<file path="src/inc/ptf_pkg.sv">
// Constants and types shared by the position telemetry framer
package ptf_pkg;

    // ********
    // Timing
    // ********
    localparam int unsigned CLK_FREQ_HZ      = 125_000_000;
    localparam int unsigned BAUD_RATE        = 300;
    localparam int unsigned SECOND_S         = 1;
    localparam int unsigned BIT_CYCLES       = CLK_FREQ_HZ / BAUD_RATE;
    localparam int unsigned SECOND_CYCLES    = CLK_FREQ_HZ * SECOND_S;
    localparam int unsigned INHERENT_DELAY_S = 2;
    localparam int unsigned MIN_INTERVAL_S   = 2;
    localparam int unsigned MAX_INTERVAL_S   = 3599;

    // ********
    // Message layout
    // ********
    localparam int unsigned MSG_CHARS   = 24;
    localparam int unsigned CHAR_BITS   = 10;
    localparam int unsigned CHAR_W      = 8;
    localparam int unsigned FIFO_DEPTH  = 8;
    localparam int unsigned TD_DIGITS   = 6;
    localparam int unsigned TD_W        = 4 * TD_DIGITS;
    localparam logic [4:0] POS_STATUS   = 5'h04;
    localparam logic [4:0] POS_REPORT   = 5'h05;
    localparam logic [4:0] POS_SPACE_A  = 5'h07;
    localparam logic [4:0] POS_FIRST    = 5'h08;
    localparam logic [4:0] POS_SPACE_B  = 5'h0f;
    localparam logic [4:0] POS_SECOND   = 5'h10;
    localparam logic [4:0] POS_END      = 5'h17;
    localparam logic [4:0] TD_LAST_OFS  = 5'h06;
    localparam logic [7:0] ASCII_ZERO   = 8'h30;
    localparam logic [7:0] ASCII_SPACE  = 8'h20;
    localparam logic [7:0] ASCII_CR     = 8'h0d;

    // ********
    // Register port
    // ********
    localparam int unsigned ADDR_W   = 5;
    localparam int unsigned DATA_W   = 16;
    localparam logic [4:0] OFS_CTRL     = 5'h00;
    localparam logic [4:0] OFS_INTERVAL = 5'h04;
    localparam logic [4:0] OFS_VESSEL   = 5'h08;
    localparam logic [4:0] OFS_CODE     = 5'h0c;
    localparam logic [4:0] OFS_STATUS   = 5'h10;
    localparam int unsigned CTRL_ENABLE  = 0;
    localparam int unsigned CTRL_AUTO    = 1;
    localparam int unsigned CTRL_MICTIED = 2;
    localparam int unsigned CODE_REPORT  = 4;
    localparam int unsigned STAT_BUSY    = 0;
    localparam int unsigned STAT_KEY     = 1;
    localparam int unsigned STAT_PENDING = 2;
    localparam int unsigned STAT_VOICE   = 3;
    localparam int unsigned STAT_COUNT   = 8;
    localparam logic [15:0] CTRL_RST     = 16'h0000;
    localparam logic [15:0] INTERVAL_RST = 16'h003c;
    localparam logic [15:0] VESSEL_RST   = 16'h0000;
    localparam logic [15:0] CODE_RST     = 16'h0000;

    typedef enum logic [1:0] {
        ST_IDLE = 2'b01,
        ST_SEND = 2'b10
    } ptf_state_t;

endpackage

</file>
<file path="src/verilog/ptf_fifo.sv">
// Character FIFO between message builder and serial shifter
`timescale 1ns/10ps
module ptf_fifo #(
    parameter int unsigned WIDTH = 8,
    parameter int unsigned DEPTH = 8
) (
    input  wire logic             i_core_clk,
    input  wire logic             i_reset_n,
    input  wire logic             i_flush,
    input  wire logic             i_wr_valid,
    input  wire logic [WIDTH-1:0] i_wr_data,
    output logic                  o_wr_ready,
    output logic                  o_rd_valid,
    output logic [WIDTH-1:0]      o_rd_data,
    input  wire logic             i_rd_ready
);
    localparam int unsigned PW = $clog2(DEPTH);
    localparam int unsigned CW = $clog2(DEPTH + 1);

    typedef struct packed {
        logic [DEPTH-1:0][WIDTH-1:0] mem;
        logic [PW-1:0]               wr_ptr;
        logic [PW-1:0]               rd_ptr;
        logic [CW-1:0]               count;
        logic                        valid;
        logic [WIDTH-1:0]            data;
    } ptf_fifo_t;

    ptf_fifo_t q;
    ptf_fifo_t next_q;
    logic      push;
    logic      pop;

    assign o_wr_ready = (q.count != CW'(DEPTH));
    assign o_rd_valid = q.valid;
    assign o_rd_data  = q.data;
    assign push       = i_wr_valid && o_wr_ready;
    assign pop        = q.valid && i_rd_ready;

    always_comb begin
        next_q = q;
        if (i_flush) begin
            next_q.wr_ptr = '0;
            next_q.rd_ptr = '0;
            next_q.count  = '0;
        end else begin
            if (push) begin
                next_q.mem[q.wr_ptr] = i_wr_data;
                next_q.wr_ptr        = (q.wr_ptr == PW'(DEPTH - 1)) ? '0 : q.wr_ptr + 1'b1;
            end
            if (pop) begin
                next_q.rd_ptr = (q.rd_ptr == PW'(DEPTH - 1)) ? '0 : q.rd_ptr + 1'b1;
            end
            next_q.count = q.count + CW'(push) - CW'(pop);
        end
        // Head is registered; the memory copy already holds a same-cycle write
        next_q.valid = (next_q.count != '0);
        next_q.data  = next_q.mem[next_q.rd_ptr];
    end

    always_ff @(posedge i_core_clk or negedge i_reset_n) begin
        if (!i_reset_n) begin
            q <= '0;
        end else begin
            q <= next_q;
        end
    end

endmodule

</file>
<file path="src/verilog/ptf_framer.sv">
// Telemetry framer: latches receiver digits, builds and keys out the message
`timescale 1ns/10ps

// Function
// - Message carries id, status, code, positions
// - Every message is exactly 24 characters; a voice abort cuts the message short
// - Characters shift out at 300 baud
// - Lowest digit of each block forced zero
// - Displayed data copied unfiltered into blocks
// - Short format without trailing time characters
// - Parallel BCD with inhibit becomes serial ASCII
// - Voice blocks data, data resumes afterwards
// - Send after voice, timer restarts then
// - Mic-tied or independent timing mode
// - Key by timer or transmit switch
// - Operator-selected intervals, auto or manual
// - One start, one stop bit per character
// - Interval two seconds to 59:59
// - Period is interval plus two seconds
// - Id, code, status taken as BCD
module ptf_framer #(
    parameter int unsigned P_BIT_CYCLES    = ptf_pkg::BIT_CYCLES,
    parameter int unsigned P_SECOND_CYCLES = ptf_pkg::SECOND_CYCLES
) (
    input  wire logic                      i_core_clk,
    input  wire logic                      i_reset_n,
    input  wire logic [ptf_pkg::ADDR_W-1:0] i_addr,
    input  wire logic [ptf_pkg::DATA_W-1:0] i_wdata,
    input  wire logic                      i_wr,
    input  wire logic                      i_rd,
    output logic [ptf_pkg::DATA_W-1:0]     o_rdata,
    input  wire logic [ptf_pkg::TD_W-1:0]   i_first_time_difference,
    input  wire logic [ptf_pkg::TD_W-1:0]   i_second_time_difference,
    input  wire logic                      i_td_inhibit,
    input  wire logic                      i_mic_key,
    input  wire logic                      i_transmit_switch,
    output logic                           o_tx_serial,
    output logic                           o_tx_key
);
    import ptf_pkg::*;

    typedef struct packed {
        ptf_state_t  state;
        logic [15:0] ctrl;
        logic [15:0] interval;
        logic [15:0] vessel;
        logic [15:0] code;
        logic [15:0] rdata;
        logic        inh_meta;
        logic        inh;
        logic        mic_meta;
        logic        mic;
        logic        mic_prev;
        logic        sw_meta;
        logic        sw;
        logic        sw_prev;
        logic [23:0] first_meta;
        logic [23:0] first_sync;
        logic [23:0] second_meta;
        logic [23:0] second_sync;
        logic [23:0] first_live;
        logic [23:0] second_live;
        logic [23:0] first_snap;
        logic [23:0] second_snap;
        logic        pending;
        logic [4:0]  char_idx;
        logic [18:0] bit_div;
        logic [3:0]  bit_cnt;
        logic [9:0]  shift;
        logic        shifting;
        logic        tx;
        logic        key;
        logic [26:0] sec_div;
        logic [11:0] sec_cnt;
        logic [7:0]  msg_count;
    } ptf_framer_t;

    localparam logic [18:0] BIT_LAST  = 19'(P_BIT_CYCLES - 1);
    localparam logic [26:0] SEC_LAST  = 27'(P_SECOND_CYCLES - 1);
    localparam logic [11:0] MIN_INT   = 12'(MIN_INTERVAL_S);
    localparam logic [11:0] MAX_INT   = 12'(MAX_INTERVAL_S);
    localparam logic [11:0] DELAY_ADD = 12'(INHERENT_DELAY_S);
    localparam logic [3:0]  BIT_END   = 4'(CHAR_BITS - 1);
    localparam logic [4:0]  MSG_END   = 5'(MSG_CHARS);

    ptf_framer_t q;
    ptf_framer_t next_q;
    logic        fifo_push;
    logic [7:0]  fifo_wdata;
    logic        fifo_ready;
    logic        fifo_valid;
    logic [7:0]  fifo_rdata;
    logic        fifo_pop;
    logic        fifo_flush;

    // ********
    // Character selection
    // ********
    // message fields
    // short layout, ends in carriage return
    function automatic logic [7:0] ptf_char(input logic [4:0]  idx,
        input logic [15:0] vessel,
        input logic [15:0] code,
        input logic [23:0] first,
        input logic [23:0] second);
        logic [4:0] ofs;
        logic [7:0] ch;
        ofs = 5'h00;
        ch  = ASCII_SPACE;
        if (idx < POS_STATUS) begin
            ch = {4'h3, 4'(vessel >> (4 * (3 - idx)))};
        end else if (idx < POS_REPORT) begin
            ch = {4'h3, code[3:0]};
        end else if (idx < POS_SPACE_A) begin
            ch = {4'h3, 4'(code >> (CODE_REPORT + 4 * (POS_SPACE_A - 1 - idx)))};
        end else if (idx >= POS_FIRST && idx < POS_SPACE_B) begin
            ofs = idx - POS_FIRST;
            ch  = {4'h3, 4'(first >> (4 * (5 - ofs)))};
        end else if (idx >= POS_SECOND && idx < POS_END) begin
            ofs = idx - POS_SECOND;
            ch  = {4'h3, 4'(second >> (4 * (5 - ofs)))};
        end else if (idx == POS_END) begin
            ch = ASCII_CR;
        end
        if (((idx >= POS_FIRST && idx < POS_SPACE_B) || (idx >= POS_SECOND && idx < POS_END))
            && ofs == TD_LAST_OFS) begin
            ch = ASCII_ZERO;
        end
        return ch;
    endfunction

    // ********
    // Next state
    // ********
    always_comb begin
        logic [11:0] eff_int;
        logic        sec_tick;
        logic        trig;
        logic        voice_end;
        logic        start;
        logic        abort;
        eff_int    = 12'h000;
        sec_tick   = 1'b0;
        trig       = 1'b0;
        voice_end  = 1'b0;
        start      = 1'b0;
        abort      = 1'b0;
        next_q     = q;
        fifo_push  = 1'b0;
        fifo_wdata = 8'h00;
        fifo_pop   = 1'b0;
        fifo_flush = 1'b0;

        // Pins cross into the clock domain through two flip-flops
        next_q.inh_meta = i_td_inhibit;
        next_q.inh = q.inh_meta;
        next_q.mic_meta = i_mic_key;
        next_q.mic = q.mic_meta;
        next_q.mic_prev = q.mic;
        next_q.sw_meta = i_transmit_switch;
        next_q.sw = q.sw_meta;
        next_q.sw_prev = q.sw;
        next_q.first_meta  = i_first_time_difference;
        next_q.first_sync  = q.first_meta;
        next_q.second_meta = i_second_time_difference;
        next_q.second_sync = q.second_meta;

        // whatever is displayed is taken as is
        if (!q.inh) begin
            next_q.first_live  = q.first_sync;
            next_q.second_live = q.second_sync;
        end

        // Register writes
        if (i_wr) begin
            if (i_addr == OFS_CTRL) begin
                next_q.ctrl = i_wdata & 16'h0007;
            end else if (i_addr == OFS_INTERVAL) begin
                next_q.interval = i_wdata & 16'h0fff;
            end else if (i_addr == OFS_VESSEL) begin
                next_q.vessel = i_wdata;
            end else if (i_addr == OFS_CODE) begin
                next_q.code = i_wdata & 16'h0fff;
            end
        end

        // Register reads, answered the following cycle
        next_q.rdata = 16'h0000;
        if (i_rd) begin
            if (i_addr == OFS_CTRL) begin
                next_q.rdata = q.ctrl;
            end else if (i_addr == OFS_INTERVAL) begin
                next_q.rdata = q.interval;
            end else if (i_addr == OFS_VESSEL) begin
                next_q.rdata = q.vessel;
            end else if (i_addr == OFS_CODE) begin
                next_q.rdata = q.code;
            end else if (i_addr == OFS_STATUS) begin
                next_q.rdata[STAT_BUSY] = (q.state == ST_SEND);
                next_q.rdata[STAT_KEY] = q.key;
                next_q.rdata[STAT_PENDING] = q.pending;
                next_q.rdata[STAT_VOICE] = q.mic;
                next_q.rdata[STAT_COUNT +: 8] = q.msg_count;
            end
        end

        // ********
        // Interval timer
        // ********
        // setting held within two seconds and 59:59
        eff_int = q.interval[11:0];
        if (eff_int < MIN_INT) begin
            eff_int = MIN_INT;
        end else if (eff_int > MAX_INT) begin
            eff_int = MAX_INT;
        end
        sec_tick = (q.sec_div == SEC_LAST);
        next_q.sec_div = sec_tick ? 27'h0000000 : q.sec_div + 27'h0000001;
        if (sec_tick) begin
            next_q.sec_cnt = q.sec_cnt + 12'h001;
        end

        // timer in auto, switch press in manual
        // period is setting plus inherent delay
        if (q.ctrl[CTRL_AUTO]) begin
            trig = sec_tick && (q.sec_cnt + 12'h001 == eff_int + DELAY_ADD);
        end else begin
            trig = q.sw && !q.sw_prev;
        end
        // only mic-tied mode raises a send request on voice end
        voice_end = q.ctrl[CTRL_MICTIED] && q.mic_prev && !q.mic;
        trig      = trig || voice_end;

        // ********
        // Message control
        // ********
        case (q.state)
            ST_IDLE: begin
                // no start while voice is keyed
                start = q.pending && !q.mic && q.ctrl[CTRL_ENABLE];
                if (start) begin
                    // frozen copy for the whole message
                    next_q.first_snap  = q.first_live;
                    next_q.second_snap = q.second_live;
                    next_q.char_idx    = 5'h00;
                    next_q.key         = 1'b1;
                    next_q.state       = ST_SEND;
                    next_q.sec_cnt     = 12'h000;
                    next_q.sec_div     = 27'h0000000;
                end
            end
            ST_SEND: begin
                // voice drops data, resent after voice
                abort = q.mic;
                if (abort) begin
                    fifo_flush      = 1'b1;
                    next_q.shifting = 1'b0;
                    next_q.tx       = 1'b1;
                    next_q.key      = 1'b0;
                    next_q.state    = ST_IDLE;
                end else begin
                    if (q.char_idx < MSG_END) begin
                        fifo_push  = 1'b1;
                        fifo_wdata = ptf_char(q.char_idx, q.vessel, q.code,
                            q.first_snap, q.second_snap);
                        if (fifo_ready) begin
                            next_q.char_idx = q.char_idx + 5'h01;
                        end
                    end else if (!fifo_valid && !q.shifting) begin
                        // key drops after last stop bit
                        next_q.key       = 1'b0;
                        next_q.state     = ST_IDLE;
                        next_q.msg_count = q.msg_count + 8'h01;
                    end
                end
            end
            default: begin
                next_q.state = ST_IDLE;
            end
        endcase

        // Set wins over the clear made by a start
        next_q.pending = (q.pending && !start) || trig || abort;

        // ********
        // Serial shifter
        // ********
        if (q.state == ST_SEND && !abort) begin
            if (!q.shifting) begin
                if (fifo_valid) begin
                    fifo_pop        = 1'b1;
                    // start bit low, stop bit high
                    next_q.shift    = {1'b1, fifo_rdata, 1'b0};
                    next_q.shifting = 1'b1;
                    next_q.bit_cnt  = 4'h0;
                    next_q.bit_div  = 19'h00000;
                    next_q.tx       = 1'b0;
                end
            end else if (q.bit_div == BIT_LAST) begin
                next_q.bit_div = 19'h00000;
                if (q.bit_cnt == BIT_END) begin
                    next_q.shifting = 1'b0;
                    next_q.tx       = 1'b1;
                end else begin
                    next_q.shift   = {1'b1, q.shift[9:1]};
                    next_q.bit_cnt = q.bit_cnt + 4'h1;
                    next_q.tx      = q.shift[1];
                end
            end else begin
                next_q.bit_div = q.bit_div + 19'h00001;
            end
        end
    end

    always_ff @(posedge i_core_clk or negedge i_reset_n) begin
        if (!i_reset_n) begin
            q <= '0;
            q.state <= ST_IDLE;
            q.ctrl <= CTRL_RST;
            q.interval <= INTERVAL_RST;
            q.vessel <= VESSEL_RST;
            q.code <= CODE_RST;
            q.tx <= 1'b1;
        end else begin
            q <= next_q;
        end
    end

    // Small buffer lets characters be formed ahead of the slow shifter
    ptf_fifo #(
        .WIDTH (CHAR_W),
        .DEPTH (FIFO_DEPTH)
    ) u_fifo (
        .i_core_clk,
        .i_reset_n,
        .i_flush    (fifo_flush),
        .i_wr_valid (fifo_push),
        .i_wr_data  (fifo_wdata),
        .o_wr_ready (fifo_ready),
        .o_rd_valid (fifo_valid),
        .o_rd_data  (fifo_rdata),
        .i_rd_ready (fifo_pop)
    );

    assign o_rdata     = q.rdata;
    assign o_tx_serial = q.tx;
    assign o_tx_key    = q.key;

endmodule
</file>
<file path="config.mk">
export PLATFORM = sky130hd
export DESIGN_NAME = ptf_framer
export DESIGN_NICKNAME = d
export VERILOG_FILES = /design/src/inc/ptf_pkg.sv /design/src/verilog/ptf_fifo.sv /design/src/verilog/ptf_framer.sv
export SDC_FILE = /design/constraint.sdc
export NUM_CORES = 1
export LEC_CHECK = 0
export ABC_AREA = 1
export BUFFER_PORTS_ARGS = -buffer_cell sky130_fd_sc_hd__buf_2
export CORE_AREA = 2 2 195 197
export CTS_BUF_LIST = sky130_fd_sc_hd__clkbuf_4
export DETAILED_ROUTE_END_ITERATION = 10
export DIE_AREA = 0 0 197 199
export PLACE_DENSITY_LB_ADDON = 0.05
export RECOVER_POWER = 50
export SYNTH_ARGS = -nofsm -noshare
export SYNTH_HDL_FRONTEND = slang
export SYNTH_SLANG_ARGS = --single-unit
</file>
<file path="constraint.sdc">
create_clock -name i_core_clk -period 5.68 [get_ports i_core_clk]
set_input_delay 0.284 -clock i_core_clk [delete_from_list [all_inputs] [get_ports i_core_clk]]
set_output_delay 0.284 -clock i_core_clk [all_outputs]
set_load 0.01 [all_outputs]
</file>
==> results.yml <==
floorplan:
  die_width_um: 197
  initial_core_util: 0.524
  io_pins: 94
  dieHeight_um: 199
  row_count: 71
  core_area_sq_um: 37100
  die_area_sq_um: 39200
yosys:
  synth_compound_gate_area_share: 0.109
  yosysWarnings: 0
  synth_mux_area_frac: 0.00231
  cell_area_synth_sq_um: 19500
  main_combinational_cell_family_by_area_after_synthesis: "simple AND/OR/NAND/NOR gates"
  synthSimpleGateAreaFrac: 0.204
  synth_cell_type_count: 57
  synthAdderAreaFrac: 0.0209
  synthXorXnorAreaFrac: 0.0214
  area_contributors_post_synth: "dfrtp_1, nand2_1, inv_1, nor2_1, o21ai_0"
  postSynthCellCount: 2217
  post_synth_edffs: 0
  ys_async_sr_fraction: 1.00
  synth_top_flop_cell: "dfrtp_1"
  post_syn_nets: 2325
  seq_area_frac_synth: 0.556
  synth_top_area_share: 0.548
  synth.ff_latch_count: 432
  synth_area_per_cell_sq_um: 8.78
  yosys.area.top_type: "dfrtp_1"
place:
  hpwlAfterDp_um: 27900
  routabilityCongestion: 0.883
  count_of_port_buffers_added_during_placement: 93
clock_tree:
  clk_lat_worst_skew_ps: 850
  clkSinkCount: 432
  cts.htree.levels: 3
  cts_tree: "done"
  cts-buffers-inserted: 112
  cts.clk_slew.worst_paths_ps: 70
  cts_buffer_depth: 3
  cts_root_buf: "clkbuf_4"
timing:
  worst_slew_pin_slew_ps: 3720
  final-setup-viol-count: 0
  setup_tns_ps: 0
  maxSlewHeadroom: -1.48
  rsz0062_at_grt: "no"
  timing_hold_violations_final: 0
  finalMaxSlewViolations: 227
  clock-skew-final_ps: 66.4
  period_share: 0.647
  max_fclk_ghz: 0.272
  post-route-min-period_ps: 3680
critical_path:
  startpoint_type_of_the_worst_setup_path: "register"
  worst_path_fanout_max: 96
  end_kind: "register"
  timing.setup.critical_path_class: "reg -> reg"
  worst_ep_required_time_ps: 6390
  worst-endpoint-arrival_ps: 4390
global_route:
  wire_length_of_the_first_global_routing_pass_um: 72500
  global_route.overflow_total: 0
  grtUsageTotal: 0.229
  antenna_found_initial: 2
  via_count_of_the_first_global_routing_pass: 15075
  largest_net_degree_at_the_start_of_global_routing: 137
final_layout:
  multi_input_logic_area_sq_um: 6960
  layout.nets: 2543
  area.sequential_sq_um: 10800
  fillCellCount: 3338
  layout_commonest_cell: "nand2_1"
  most-common-layout-cells: "nand2_1, dfrtp_1, inv_1, nor2_1, clkbuf_4"
  areaGrowthSynthToFinish_pct: 15.3
  utilization_after_layout: 0.605
  layout-drive-gt1-share: 0.141
drt:
  detail_route_antenna_nets: 0
  drt_drc_violations_left: 1
  route.vias.total: 15169
  wl_um: 42900
  drt_first_iter_violations: 1068
  drt_first_pass_iters: 11
  via_per_inst: 5.06
  routedWlPerCell_um: 14.3
run_status:
  outcome: "finished, violations left"
  failing_checks: "DRC, capacitance limit, slew limit"
power_and_ir_drop:
  cellLeakagePower_nw: 11.3
  vdd_drop_max_uv: 208
  pwr_density_cell_nw_per_um2: 314
worst_hold_path:
  worstHoldPathType: "in -> reg"
job:
  number_of_violations_of_the_max_capacitance_limit: 2
==> power breakdown <==
| group | total (W) | switching (W) | internal (W) |
|---|---|---|---|
| logic | 0.000821 | 0.000493 | 0.000329 |
| clock network | 0.00260 | 0.00124 | 0.00136 |
| registers | 0.00364 | 0.000219 | 0.00342 |
==> logic make-up (layout without fill, tap and decap cells) <==
| family | after synthesis | after routing |
|---|---|---|
| multiplexers | 4 | 4 |
| other | 0 | 4 |
| flip-flops | 432 | 432 |
| adder cells (fa/ha/maj) | 32 | 32 |
| XOR/XNOR | 46 | 46 |
| buffers and inverters | 406 | 710 |
| AO/OA/AOI/OAI | 379 | 379 |
| AND/OR/NAND/NOR | 918 | 918 |
==> final cells by class <==
cell class,instances,area share
repair buffers,194,0.0654
flip-flops and latches,432,0.482
clock inverters,31,0.00652
well taps,474,0.0264
inverters,316,0.0529
clock buffers,169,0.0565
multi-input cells,1379,0.310
diodes,4,0.000446
==> flip-flops by register name, summed over array words and instances, names as in the netlist <==
| signal | count |
|---|---|
| o_tx_serial | 1 |
| next_q | 53 |
| u_fifo.o_rd_data | 8 |
| o_tx_key | 1 |
| q | 278 |
| u_fifo.o_rd_valid | 1 |
| u_fifo.q | 74 |
| o_rdata | 16 |
==> worst max-delay path, cell delays in order (launching register included) <==
cell,delay [ps]
dfrtp_2,340
clkbuf_1,2620
nor2_1,330
a21oi_1,260
==> metrics by stage <==
step           cells  hold slack (ps)  worst slack (ps)  power [W]  cell area [sq um]
2_1_floorplan   2217            -11.6              2990    0.00415              19500
3_3_place_gp    2703              331              2630    0.00444              20100
3_5_place_dp    2703              335              2510    0.00447              20100
4_1_cts         2995             2.06              2510    0.00717              22500
5_1_grt         2999             11.1              1530    0.00753              22500
6_report        2999             88.5              2000    0.00706              22500
==> cells in the mapped netlist (all sizes together) (2+ instances only) <==
master and instances:
nand3b 10, a21oi 113, xor2 33, dfstp 6, nand2 460, a311oi 2
a2111oi 2, a21boi 12, o211ai 18, nand4 21, clkbuf 36, dfrtp 426
o21ai 168, a211oi 8, o32ai 2, nor3 35, a31oi 6, nor2 253
o221ai 2, o22ai 24, or2 22, a221oi 5, mux2 4, nand3 96
xnor2 12, o31ai 6, inv 315, buf 54, o21a 10, nor4 14
ha 31, nor3b 4
==> final timing paths <==
| kind | cells past startpoint | start | to | slack [ps] |
|---|---|---|---|---|
| max | 3 | q[287] | q[154] | 2000 |
| min | 2 | i_second_time_difference[15] | next_q[200] | 90 |
| max reg2reg | 3 | q[287] | q[154] | 2000 |
| min reg2reg | 0 | next_q[202] | q[202] | 320 |
| max in group asynchronous | 3 | i_reset_n | q[167] | 2470 |
| min in group asynchronous | 2 | i_reset_n | q[207] | 1130 |
==> layer usage <==
layer,routed length (um),share of wire,up-vias,track usage
li1,-,-,7606,-
met1,20100,0.47,7097,0.315
met2,19500,0.45,380,0.359
met3,2220,0.052,86,0.0466
met4,1120,0.026,0,0.0916
met5,0,0,-,0
==> repair_timing <==
item                                   4_1_cts  5_1_grt
resized for setup                            0        0
buffers inserted                             0        0
hold buffers                                92        0
endpoints found under the hold margin      238        0
No activity file was read; power rests on OpenSTA's default activity.
